[config.mk]
export PLATFORM = sky130hd
export DESIGN_NAME = quad_uart_pin_control
export DESIGN_NICKNAME = d
export VERILOG_FILES = /design/src/hw/quad_uart_pkg.sv /design/src/hw/uart_serial_engine.sv /design/src/hw/quad_uart_pin_control.sv
export VERILOG_INCLUDE_DIRS = /design/src /design/src/hw
export SDC_FILE = /design/constraint.sdc
export NUM_CORES = 2
export LEC_CHECK = 0
export BUFFER_PORTS_ARGS = -buffer_cell sky130_fd_sc_hd__buf_2
export CAP_MARGIN = 20
export CORE_ASPECT_RATIO = 1.25
export CORE_MARGIN = 8
export CORE_UTILIZATION = 45
export DETAILED_ROUTE_END_ITERATION = 6
export PLACE_DENSITY = 0.66
export SLEW_MARGIN = 25
export SYNTH_ARGS = -nofsm -noshare
export SYNTH_HDL_FRONTEND = slang
export SYNTH_SLANG_ARGS = --single-unit
export TNS_END_PERCENT = 100
[constraint.sdc]
create_clock -name i_ref_clk -period 6.4 [get_ports i_ref_clk]
set_clock_uncertainty 0.2 [all_clocks]
set_input_delay 0.32 -clock i_ref_clk [delete_from_list [all_inputs] [get_ports i_ref_clk]]
set_output_delay 0.32 -clock i_ref_clk [all_outputs]
set_load 0.02 [all_outputs]
[src/hw/quad_uart_defines.svh]
// register offsets, field positions, reset values and counts of the uart
`ifndef QUAD_UART_DEFINES_SVH
`define QUAD_UART_DEFINES_SVH

// per-channel register offsets, selected by the three address inputs
`define OFS_DATA 3'h0
`define OFS_IER 3'h1
`define OFS_EVT 3'h2
`define OFS_LCR 3'h3
`define OFS_MC 3'h4
`define OFS_LSR 3'h5
`define OFS_MSR 3'h6
`define OFS_SCR 3'h7

// event status and enable bit positions, same layout in both
`define EV_RX_ERR 0
`define EV_RX_DATA 1
`define EV_THRE 2
`define EV_MODEM 3

// modem_control_reg fields
`define MC_DTR 0
`define MC_RTS 1
`define MC_OUT1 2
`define MC_IRQ_OUTPUT_GATE 3
`define MC_LOOP 4

// line control and fifo control fields
`define LCR_DLAB 7
`define FCR_EN 0
`define FCR_RX_CLR 1
`define FCR_TX_CLR 2

// reset values
`define REG_RESET 8'h00
`define IER_RESET 4'h0
`define MC_RESET 5'h00
`define DIV_LO_RESET 8'h01
`define DIV_CNT_RESET 16'h0001

// four ten-bit character times in 16x ticks
`define TIMEOUT_TICKS 10'h280
// last 16x tick of a bit, and mid-bit for start check
`define SUB_LAST 4'hf
`define SUB_MID 4'h7
`define BIT_LAST 3'h7

`endif

[src/hw/quad_uart_pkg.sv]
// shared types of the quad uart
package quad_uart_pkg;

  typedef logic [7:0] byte_t;
  typedef logic [2:0] reg_addr_t;

  typedef enum logic [1:0] {
    TX_IDLE = 2'b00,
    TX_START = 2'b01,
    TX_DATA = 2'b11,
    TX_STOP = 2'b10
  } tx_state_e;

  typedef enum logic [1:0] {
    RX_IDLE = 2'b00,
    RX_START = 2'b01,
    RX_DATA = 2'b11,
    RX_STOP = 2'b10
  } rx_state_e;

endpackage

[src/hw/uart_serial_engine.sv]
// one channel's 8n1 serial shifter pair and 16x baud tick
`timescale 1ns/1ps
`include "quad_uart_defines.svh"

module uart_serial_engine (
  // clock and reset
  input wire logic i_ref_clk,
  input wire logic i_sys_rst,
  // baud divisor
  input wire logic [15:0] i_divisor,
  // transmit side
  input wire logic i_tx_valid,
  input wire quad_uart_pkg::byte_t i_tx_data,
  output logic o_tx_take,
  output logic o_tx_busy,
  output logic o_serial_out,
  // receive side
  input wire logic i_serial_in,
  output logic o_rx_valid,
  output quad_uart_pkg::byte_t o_rx_data,
  output logic o_rx_frame_err,
  output logic o_tick
);
  import quad_uart_pkg::*;

  logic [15:0] div_cnt;
  tx_state_e tx_state;
  logic [3:0] tx_sub;
  logic [2:0] tx_bit;
  byte_t tx_shift;
  rx_state_e rx_state;
  logic [3:0] rx_sub;
  logic [2:0] rx_bit;
  byte_t rx_shift;

  // divisor of zero behaves as one
  assign o_tick = div_cnt <= `DIV_CNT_RESET;
  assign o_tx_busy = tx_state != TX_IDLE;

  always_ff @(posedge i_ref_clk) begin
    if (i_sys_rst) begin
      div_cnt <= `DIV_CNT_RESET;
    end else if (o_tick) begin
      div_cnt <= i_divisor;
    end else begin
      div_cnt <= div_cnt - `DIV_CNT_RESET;
    end
  end

  always_ff @(posedge i_ref_clk) begin
    o_tx_take <= 1'b0;
    if (i_sys_rst) begin
      tx_state <= TX_IDLE;
      tx_sub <= 4'h0;
      tx_bit <= 3'h0;
      tx_shift <= 8'h00;
      o_serial_out <= 1'b1;
    end else if (tx_state == TX_IDLE) begin
      if (i_tx_valid) begin
        tx_shift <= i_tx_data;
        o_tx_take <= 1'b1;
        o_serial_out <= 1'b0;
        tx_sub <= 4'h0;
        tx_state <= TX_START;
      end
    end else if (o_tick) begin
      tx_sub <= tx_sub + 4'h1;
      if (tx_sub == `SUB_LAST) begin
        case (tx_state)
          TX_START: begin
            o_serial_out <= tx_shift[0];
            tx_shift <= {1'b0, tx_shift[7:1]};
            tx_bit <= 3'h0;
            tx_state <= TX_DATA;
          end
          TX_DATA: begin
            if (tx_bit == `BIT_LAST) begin
              o_serial_out <= 1'b1;
              tx_state <= TX_STOP;
            end else begin
              o_serial_out <= tx_shift[0];
              tx_shift <= {1'b0, tx_shift[7:1]};
              tx_bit <= tx_bit + 3'h1;
            end
          end
          default: tx_state <= TX_IDLE;
        endcase
      end
    end
  end

  // samples near mid-bit; a start shorter than half a bit is dropped
  always_ff @(posedge i_ref_clk) begin
    o_rx_valid <= 1'b0;
    if (i_sys_rst) begin
      rx_state <= RX_IDLE;
      rx_sub <= 4'h0;
      rx_bit <= 3'h0;
      rx_shift <= 8'h00;
      o_rx_data <= 8'h00;
      o_rx_frame_err <= 1'b0;
    end else begin
      case (rx_state)
        RX_IDLE: begin
          rx_sub <= 4'h0;
          if (!i_serial_in) rx_state <= RX_START;
        end
        RX_START: if (o_tick) begin
          rx_sub <= rx_sub + 4'h1;
          if (rx_sub == `SUB_MID) begin
            rx_sub <= 4'h0;
            rx_bit <= 3'h0;
            rx_state <= i_serial_in ? RX_IDLE : RX_DATA;
          end
        end
        RX_DATA: if (o_tick) begin
          rx_sub <= rx_sub + 4'h1;
          if (rx_sub == `SUB_LAST) begin
            rx_shift <= {i_serial_in, rx_shift[7:1]};
            rx_bit <= rx_bit + 3'h1;
            if (rx_bit == `BIT_LAST) rx_state <= RX_STOP;
          end
        end
        default: if (o_tick) begin
          rx_sub <= rx_sub + 4'h1;
          if (rx_sub == `SUB_LAST) begin
            o_rx_valid <= 1'b1;
            o_rx_data <= rx_shift;
            o_rx_frame_err <= !i_serial_in;
            rx_state <= RX_IDLE;
          end
        end
      endcase
    end
  end

endmodule // uart_serial_engine

[src/hw/quad_uart_pin_control.sv]
// four-channel uart: host bus, registers, fifos, modem and interrupt pins
//
// Decided for this implementation: strobed register access and the register offsets.
`timescale 1ns/1ps
`include "quad_uart_defines.svh"

// Summary of operation
// RQ1 - irq high for enabled pending sources only
// RQ2 - sources: rx error, rx data/timeout, thre, modem
// RQ3 - irq drops when serviced or on reset
// RQ4 - read strobe puts addressed register on bus
// RQ5 - write strobe stores bus into addressed register
// RQ6 - master reset clears registers, sets outputs; the divisor low byte dll resets to 01 instead
// RQ7 - reset disables serial output and input
// RQ8 - ring indicator shown in modem status bit 6
// RQ9 - rts control bit one drives rts low
// RQ10 - rts output high after reset
// RQ11 - rts never affects serial traffic
// RQ12 - loopback isolates input, feeds transmitter back
// RQ13 - rx ready low when receive fifo full
// RQ14 - tx ready low when transmit fifo full
// RQ15 - serial output marks high on reset
// RQ16 - per-channel select gates that channel's accesses
// RQ17 - irq pin floats unless gate bit or force input set
// RQ18 - force input enables every irq pin
// RQ19 - identical channels share only bus, clock, reset and force input
module quad_uart_pin_control #(
  parameter int CHANNELS = 4,
  parameter int FIFO_DEPTH = 16
) (
  // clock and reset
  input wire logic i_ref_clk,
  input wire logic i_sys_rst,
  // host bus
  input wire logic [CHANNELS-1:0] i_channel_select_n,
  input wire quad_uart_pkg::reg_addr_t i_addr,
  input wire logic i_read_strobe_n,
  input wire logic i_write_strobe_n,
  input wire quad_uart_pkg::byte_t i_data,
  output quad_uart_pkg::byte_t o_data,
  output logic o_data_oe,
  // interrupts
  input wire logic i_irq_force_enable,
  output logic [CHANNELS-1:0] o_channel_irq_out,
  output logic [CHANNELS-1:0] o_channel_irq_out_oe,
  // serial lines
  input wire logic [CHANNELS-1:0] i_serial_in,
  output logic [CHANNELS-1:0] o_serial_out,
  // modem lines
  input wire logic [CHANNELS-1:0] i_clear_to_send_n,
  input wire logic [CHANNELS-1:0] i_data_set_ready_n,
  input wire logic [CHANNELS-1:0] i_ring_indicator_in_n,
  input wire logic [CHANNELS-1:0] i_carrier_detect_n,
  output logic [CHANNELS-1:0] o_request_to_send_out_n,
  output logic [CHANNELS-1:0] o_terminal_ready_n,
  // transfer handshakes
  output logic [CHANNELS-1:0] o_rx_transfer_ready,
  output logic [CHANNELS-1:0] o_tx_transfer_ready
);
  import quad_uart_pkg::*;

  localparam int PW = $clog2(FIFO_DEPTH);
  localparam int CW = PW + 1;
  localparam int SW = 5 * CHANNELS + 1;
  localparam logic [SW-1:0] SYNC_RST = {1'b0, {(SW - 1){1'b1}}};

  // without fifo mode each fifo holds a single character
  function automatic logic fifo_full(input logic [CW-1:0] cnt,
                                     input logic en);
    fifo_full = en ? (cnt == CW'(FIFO_DEPTH)) : (cnt != '0);
  endfunction

  generate
    if (CHANNELS < 1 || FIFO_DEPTH < 2 ||
        (FIFO_DEPTH & (FIFO_DEPTH - 1)) != 0) begin : g_bad
      $error("FIFO_DEPTH must be a power of two of at least 2");
    end
  endgenerate

  // serial, modem and force input pins pass two flops; the host bus pins do not
  logic [SW-1:0] pin_meta;
  logic [SW-1:0] pin_sync;
  logic [CHANNELS-1:0] rx_s;
  logic [CHANNELS-1:0] cts_s;
  logic [CHANNELS-1:0] dsr_s;
  logic [CHANNELS-1:0] ri_s;
  logic [CHANNELS-1:0] dcd_s;
  logic force_s;

  always_ff @(posedge i_ref_clk) begin
    if (i_sys_rst) begin
      pin_meta <= SYNC_RST;
      pin_sync <= SYNC_RST;
    end else begin
      pin_meta <= {i_irq_force_enable, i_carrier_detect_n,
                   i_ring_indicator_in_n, i_data_set_ready_n,
                   i_clear_to_send_n, i_serial_in};
      pin_sync <= pin_meta;
    end
  end

  assign rx_s = pin_sync[CHANNELS-1:0];
  assign cts_s = pin_sync[2*CHANNELS-1:CHANNELS];
  assign dsr_s = pin_sync[3*CHANNELS-1:2*CHANNELS];
  assign ri_s = pin_sync[4*CHANNELS-1:3*CHANNELS];
  assign dcd_s = pin_sync[5*CHANNELS-1:4*CHANNELS];
  assign force_s = pin_sync[SW-1];

  // host bus decode
  logic [CHANNELS-1:0] rd_hit;
  logic [CHANNELS-1:0] wr_hit;
  logic [CHANNELS-1:0][7:0] rd_val;

  assign rd_hit = ~i_channel_select_n & {CHANNELS{~i_read_strobe_n}}; // RQ16
  assign wr_hit = ~i_channel_select_n & {CHANNELS{~i_write_strobe_n}}; // RQ16

  // data stand one cycle after the strobe; lowest selected channel wins
  always_ff @(posedge i_ref_clk) begin
    if (i_sys_rst) begin
      o_data <= 8'h00;
      o_data_oe <= 1'b0;
    end else begin
      o_data_oe <= |rd_hit; // RQ4
      o_data <= 8'h00;
      for (int k = CHANNELS - 1; k >= 0; k--) begin
        if (rd_hit[k]) o_data <= rd_val[k]; // RQ4
      end
    end
  end

  for (genvar c = 0; c < CHANNELS; c++) begin : g_ch // RQ19
    logic rd;
    logic wr;
    logic dlab;
    logic loop;
    logic [3:0] ier;
    logic [3:0] ev;
    logic [3:0] next_ev;
    logic [3:0] ev_set;
    logic [3:0] msr_now;
    logic [3:0] msr_prev;
    logic [3:0] msr_delta;
    logic [3:0] msr_chg;
    logic [4:0] modem_control_reg;
    byte_t lcr;
    byte_t scr;
    byte_t dll;
    byte_t dlm;
    byte_t rv;
    logic fifo_en;
    logic overrun;
    logic frame_err;
    byte_t rx_mem [FIFO_DEPTH];
    byte_t tx_mem [FIFO_DEPTH];
    logic [PW-1:0] rx_wp;
    logic [PW-1:0] rx_rp;
    logic [PW-1:0] tx_wp;
    logic [PW-1:0] tx_rp;
    logic [CW-1:0] rx_cnt;
    logic [CW-1:0] tx_cnt;
    logic rx_push;
    logic rx_pop;
    logic rx_clr;
    logic tx_push;
    logic tx_pop;
    logic tx_clr;
    logic fcr_wr;
    logic rx_full;
    logic tx_full;
    logic timeout_hit;
    logic [9:0] idle_ticks;
    logic line_in;
    logic eng_tick;
    logic eng_rx_valid;
    logic eng_frame;
    logic eng_tx_out;
    logic eng_busy;
    byte_t eng_rx_data;
    logic irq_q;
    logic irq_oe_q;
    logic tx_pin;
    logic rts_n;
    logic dtr_n;
    logic rx_rdy;
    logic tx_rdy;

    assign rd = rd_hit[c];
    assign wr = wr_hit[c];
    assign dlab = lcr[`LCR_DLAB];
    assign loop = modem_control_reg[`MC_LOOP];
    assign rx_full = fifo_full(rx_cnt, fifo_en);
    assign tx_full = fifo_full(tx_cnt, fifo_en);
    assign fcr_wr = wr && i_addr == `OFS_EVT;

    // the pin is cut off in loopback; rts takes no part here
    assign line_in = loop ? eng_tx_out : rx_s[c]; // RQ12 RQ11

    // held in reset, the engine neither sends nor receives
    uart_serial_engine u_engine (
      .i_ref_clk(i_ref_clk),
      .i_sys_rst(i_sys_rst), // RQ7
      .i_divisor({dlm, dll}),
      .i_tx_valid(tx_cnt != '0),
      .i_tx_data(tx_mem[tx_rp]),
      .o_tx_take(tx_pop),
      .o_tx_busy(eng_busy),
      .o_serial_out(eng_tx_out),
      .i_serial_in(line_in),
      .o_rx_valid(eng_rx_valid),
      .o_rx_data(eng_rx_data),
      .o_rx_frame_err(eng_frame),
      .o_tick(eng_tick)
    );

    // a full fifo drops the write or the character
    assign rx_push = eng_rx_valid && !rx_full;
    assign rx_pop = rd && !dlab && i_addr == `OFS_DATA && rx_cnt != '0;
    assign tx_push = wr && !dlab && i_addr == `OFS_DATA && !tx_full;
    assign rx_clr = fcr_wr &&
      (i_data[`FCR_RX_CLR] || i_data[`FCR_EN] != fifo_en);
    assign tx_clr = fcr_wr &&
      (i_data[`FCR_TX_CLR] || i_data[`FCR_EN] != fifo_en);

    always_ff @(posedge i_ref_clk) begin
      if (rx_push) rx_mem[rx_wp] <= eng_rx_data;
      if (tx_push) tx_mem[tx_wp] <= i_data;
    end

    always_ff @(posedge i_ref_clk) begin
      if (i_sys_rst || rx_clr) begin
        rx_wp <= '0;
        rx_rp <= '0;
        rx_cnt <= '0;
      end else begin
        if (rx_push) rx_wp <= rx_wp + 1'b1;
        if (rx_pop) rx_rp <= rx_rp + 1'b1;
        rx_cnt <= rx_cnt + CW'(rx_push) - CW'(rx_pop);
      end
    end

    always_ff @(posedge i_ref_clk) begin
      if (i_sys_rst || tx_clr) begin
        tx_wp <= '0;
        tx_rp <= '0;
        tx_cnt <= '0;
      end else begin
        if (tx_push) tx_wp <= tx_wp + 1'b1;
        if (tx_pop) tx_rp <= tx_rp + 1'b1;
        tx_cnt <= tx_cnt + CW'(tx_push) - CW'(tx_pop);
      end
    end

    // control registers
    always_ff @(posedge i_ref_clk) begin
      if (i_sys_rst) begin // RQ6
        ier <= `IER_RESET;
        lcr <= `REG_RESET;
        scr <= `REG_RESET;
        dll <= `DIV_LO_RESET;
        dlm <= `REG_RESET;
        modem_control_reg <= `MC_RESET;
        fifo_en <= 1'b0;
      end else if (wr) begin // RQ5
        case (i_addr)
          `OFS_DATA: if (dlab) dll <= i_data;
          `OFS_IER: begin
            if (dlab) dlm <= i_data;
            else ier <= i_data[3:0];
          end
          `OFS_EVT: fifo_en <= i_data[`FCR_EN];
          `OFS_LCR: lcr <= i_data;
          `OFS_MC: modem_control_reg <= i_data[4:0];
          `OFS_SCR: scr <= i_data;
          default: ;
        endcase
      end
    end

    // line errors: cleared by a status read, a new error wins
    always_ff @(posedge i_ref_clk) begin
      if (i_sys_rst) begin
        overrun <= 1'b0;
        frame_err <= 1'b0;
      end else begin
        if (rd && i_addr == `OFS_LSR) begin
          overrun <= 1'b0;
          frame_err <= 1'b0;
        end
        if (eng_rx_valid && rx_full) overrun <= 1'b1;
        if (eng_rx_valid && eng_frame) frame_err <= 1'b1;
      end
    end

    // modem status, active high; loopback reads the control bits
    assign msr_now = loop ?
      {modem_control_reg[`MC_IRQ_OUTPUT_GATE],
       modem_control_reg[`MC_OUT1],
       modem_control_reg[`MC_DTR],
       modem_control_reg[`MC_RTS]} :
      ~{dcd_s[c], ri_s[c], dsr_s[c], cts_s[c]}; // RQ8
    // ring reports only its trailing edge
    assign msr_chg = {msr_prev[3] ^ msr_now[3],
                      msr_prev[2] & ~msr_now[2],
                      msr_prev[1] ^ msr_now[1],
                      msr_prev[0] ^ msr_now[0]};

    always_ff @(posedge i_ref_clk) begin
      if (i_sys_rst) begin
        msr_prev <= 4'h0;
        msr_delta <= 4'h0;
      end else begin
        msr_prev <= msr_now;
        msr_delta <= ((rd && i_addr == `OFS_MSR) ? 4'h0 : msr_delta)
                     | msr_chg;
      end
    end

    // character timeout, restarted by any receive fifo traffic
    always_ff @(posedge i_ref_clk) begin
      if (i_sys_rst || rx_cnt == '0 || rx_push || rx_pop) begin
        idle_ticks <= 10'h000;
      end else if (eng_tick && idle_ticks != `TIMEOUT_TICKS) begin
        idle_ticks <= idle_ticks + 10'h001;
      end
    end

    assign timeout_hit = fifo_en && eng_tick && rx_cnt != '0 &&
                         idle_ticks == `TIMEOUT_TICKS - 10'h001;

    // sticky events; reading them services the channel
    assign ev_set[`EV_RX_ERR] = eng_rx_valid && (rx_full || eng_frame); // RQ2
    assign ev_set[`EV_RX_DATA] = rx_push || timeout_hit; // RQ2
    assign ev_set[`EV_THRE] = tx_pop && !tx_push &&
                              tx_cnt == CW'(1); // RQ2
    assign ev_set[`EV_MODEM] = |msr_chg; // RQ2
    assign next_ev = ((rd && i_addr == `OFS_EVT) ? 4'h0 : ev)
                     | ev_set; // RQ3

    always_ff @(posedge i_ref_clk) begin
      if (i_sys_rst) begin
        ev <= 4'h0; // RQ3
      end else begin
        ev <= next_ev;
      end
    end

    // pin flops
    always_ff @(posedge i_ref_clk) begin
      if (i_sys_rst) begin
        irq_q <= 1'b0; // RQ3
        irq_oe_q <= 1'b0;
        tx_pin <= 1'b1; // RQ15 RQ7
        rts_n <= 1'b1; // RQ10
        dtr_n <= 1'b1;
        rx_rdy <= 1'b1;
        tx_rdy <= 1'b1;
      end else begin
        irq_q <= |(next_ev & ier); // RQ1
        irq_oe_q <= force_s ||
          modem_control_reg[`MC_IRQ_OUTPUT_GATE]; // RQ17 RQ18
        // loopback keeps the line marking
        tx_pin <= loop || eng_tx_out;
        rts_n <= !modem_control_reg[`MC_RTS]; // RQ9
        dtr_n <= !modem_control_reg[`MC_DTR];
        rx_rdy <= !rx_full; // RQ13
        tx_rdy <= !tx_full; // RQ14
      end
    end

    assign o_channel_irq_out[c] = irq_q;
    assign o_channel_irq_out_oe[c] = irq_oe_q;
    assign o_serial_out[c] = tx_pin;
    assign o_request_to_send_out_n[c] = rts_n;
    assign o_terminal_ready_n[c] = dtr_n;
    assign o_rx_transfer_ready[c] = rx_rdy;
    assign o_tx_transfer_ready[c] = tx_rdy;

    // register read view; empty fifo reads as zero
    always_comb begin
      case (i_addr)
        `OFS_DATA: begin
          if (dlab) rv = dll;
          else rv = (rx_cnt == '0) ? 8'h00 : rx_mem[rx_rp];
        end
        `OFS_IER: rv = dlab ? dlm : {4'h0, ier};
        `OFS_EVT: rv = {fifo_en, fifo_en, 2'b00, ev};
        `OFS_LCR: rv = lcr;
        `OFS_MC: rv = {3'h0, modem_control_reg};
        `OFS_LSR: rv = {1'b0, tx_cnt == '0 && !eng_busy, tx_cnt == '0,
                        1'b0, frame_err, 1'b0, overrun, rx_cnt != '0};
        `OFS_MSR: rv = {msr_now, msr_delta};
        default: rv = scr;
      endcase
    end

    assign rd_val[c] = rv;
  end

endmodule // quad_uart_pin_control

==> out/metrics.cfg <==
[run_status]
status=complete, no violations

[cts]
cts_buffer_depth=3
clock-sinks=1751
cts_tree=built
clock_latency_ns=0.80
clkTransAtPathRegs_ns=0.06
cts_root_buffer=clkbuf_16
cts-hold-fix-buffers=57
cts_buffers=166
cts_resized=0
h-tree-depth=4
post_cts_buffers=0

[power]
powerDensity_nw_per_um2=339
p_int_mw=19.8
power_frac_seq=0.470
clkPwrFrac=0.361
switching_share=0.274
p_comb_frac=0.169
netSwitchingPower_mw=7.48
power.leakage_nw=27.1
ir_worst_vdd_mv=0.264

[cells_and_area]
reg_top3=g_ch.rx_mem: 512 flops, g_ch.tx_mem: 512 flops, g_ch.u_engine.div_cnt: 64 flops
final_common_cell=edfxtp_1
mostFrequentLayoutCells=edfxtp_1, dfxtp_1, nor2_1
drive_above_1_share=0.150
final_area_um2=80400
num-nets-final=5708
area_delta_synth_final_pct=11.8

[yosys]
synth.avg_cell_area_um2=13.1
netlist_area_um2=71900
syn_nets=5659
ys_types=87
ys_seq_elements=1751
seq_area_frac_synth=0.630
ys_warn_count=0
synth_edf_count=1024
synthCells=5483
synthArstFlopShare=0
synth_flop_cell=edfxtp_1

[grt]
grt_pass1_vias=43900
grt_antenna_before_repair=9
grt_pass1_wl_um=266000
grt_max_degree=207
track_usage=0.195
overflow=0

[flow_run]
drv_cap=0

[routing]
wirelength_um=173000
drt_first_pass_iters=6
vias=44100
drc=0
drtIter0Drc=4417
wl_per_cell_um=22.3
avgViaCountPerCell=5.68
drtAntennaViolNets=0

[sta]
hold_violations=0
rsz0062_at_grt=no
setup_viol=0
period_share=0.649
fmax_mhz=241
fin_ws_ns=2.25
worst_slew_pin_slew_ns=1.11
tns_ns=0
drv_slew=0
fin_crit_ns=4.15
max_slew_margin=0.259
timing.hold.ws_ns=0.0917

[placed_design]
dpl.hpwl_um=114000
place_ws_ns=2.00
numPortBuffers=76
gp_congestion=0.924
dpl-instance-area_um2=74200

[worst_setup_path]
crit_required_ns=6.93
end_kind=flip-flop
r2r-end=g_ch[2].tx_cnt[4]
crit_type=in -> reg
r2r_start=g_ch[2].tx_cnt[2]
cp.arrival_ns=4.68
r2r_cells=16
startpoint_type=input port
cp_max_fo=36
r2r_slack_ns=2.30

[worst_hold_path]
min_to=pin_meta[20]
whs_path_depth=3
hp-start=i_irq_force_enable
hp-class=in -> reg

[die]
coreArea_um2=159000
die-area_um2=173000
die-width_um=374
num_rows=164
dieHeight_um=463
ioPinCount=77
initial_core_util=0.452

-- power by group through the flow --
stage                     Clock [mW]  Combinational [mW]  Sequential, mW
after floorplan                    0                3.45            12.9
after global placement             0                4.49            13.0
after detailed placement           0                4.55            13.1
after CTS                       10.0                4.60            12.8
after global routing            10.5                5.07            12.9
final                           9.86                4.60            12.8
-- final cells by class --
cell class              instances  area (um2)
fillers                     13500       78800
flip-flops and latches       1751       45300
multi-input cells            3248       24800
clock buffers                 230        4630
well taps                    2075        2600
repair buffers                209        1620
clock inverters                81         855
inverters                     156         586
diodes                          5        12.5
-- how the worst max path moves through the flow --
stage	start	end	slack [ns]	cells past startpoint
after floorplan	g_ch[0].tx_cnt[3]	g_ch[0].tx_cnt[4]	2.96	16
after global placement	i_addr[2]	g_ch[3].tx_cnt[4]	1.99	14
after detailed placement	i_addr[2]	g_ch[3].tx_cnt[4]	2.00	14
after CTS	g_ch[2].tx_cnt[2]	g_ch[2].tx_cnt[4]	2.31	16
after global routing	g_ch[2].tx_cnt[2]	g_ch[2].tx_cnt[4]	1.89	16
final	i_addr[1]	g_ch[1].tx_cnt[4]	2.25	15
-- synthesized netlist by cell type (all sizes together), types with 10 or more instances --
library cell,n,area share
mux4,301,0.094
or2,52,0.0045
or3b,10,0.0012
buf,106,0.0080
and2,27,0.0023
nand2b,43,0.0037
ha,128,0.022
a311oi,30,0.0037
nand2,477,0.025
xor2,97,0.012
dfxtp,727,0.20
nor4,17,0.0019
xnor2,83,0.010
a21o,14,0.0015
clkbuf,222,0.012
and3,20,0.0017
a221oi,19,0.0023
nand3b,11,0.0011
nor4b,14,0.0022
o21ai,114,0.0079
nand4,48,0.0042
a211oi,72,0.0075
nor3b,10,0.0010
inv,155,0.0081
a22oi,27,0.0028
nor3,118,0.0089
mux2i,206,0.029
mux2,17,0.0027
or4,30,0.0032
nor2,630,0.033
nor2b,23,0.0020
edfxtp,1024,0.43
a21oi,283,0.020
nand3,144,0.010
o211ai,20,0.0021
or3,43,0.0037
-- per-stage QoR --
| step | power [mW] | utilization | cells |
|---|---|---|---|
| 5_1_grt | 28.4 | 0.505 | 7751 |
| 3_5_place_dp | 17.6 | 0.466 | 7379 |
| 2_1_floorplan | 16.3 | - | 5483 |
| 3_3_place_gp | 17.5 | 0.466 | 7379 |
| 6_report | 27.3 | 0.505 | 7755 |
| 4_1_cts | 27.5 | 0.504 | 7747 |
-- cells by family (layout without fill, tap and decap cells) --
group / Yosys count / after routing / synth area share
AOI/OAI and AO/OA: 677 / 677 / 0.0588
xor gates and xnor gates: 180 / 180 / 0.0219
adders and majority gates: 136 / 136 / 0.0245
buffers and inverters: 484 / 676 / 0.0277
DFF: 1751 / 1751 / 0.630
muxes: 524 / 524 / 0.126
other: 0 / 5 / 0
and+or+nand+nor: 1731 / 1731 / 0.112
-- layer usage --
| layer | global-route usage | share of wire | up-vias |
|---|---|---|---|
| li1 | - | - | 20200 |
| met1 | 0.261 | 0.43 | 22100 |
| met2 | 0.321 | 0.48 | 1393 |
| met3 | 0.0314 | 0.060 | 345 |
| met4 | 0.0729 | 0.035 | 2 |
| met5 | 0 | 0.00012 | - |
-- critical path, stage by stage --
cell and delay, ns:
dlygate4sd3_1 0.58, buf_4 0.29, or3_1 0.76, nor4b_2 1.02, inv_1 0.10, ha_1 0.31, inv_1 0.04, ha_1 0.18
inv_1 0.08, fa_1 0.21, inv_1 0.05, a21oi_1 0.15, nor2_1 0.07, or3_1 0.35, a21oi_1 0.14
No activity file was read; power rests on OpenSTA's default activity.
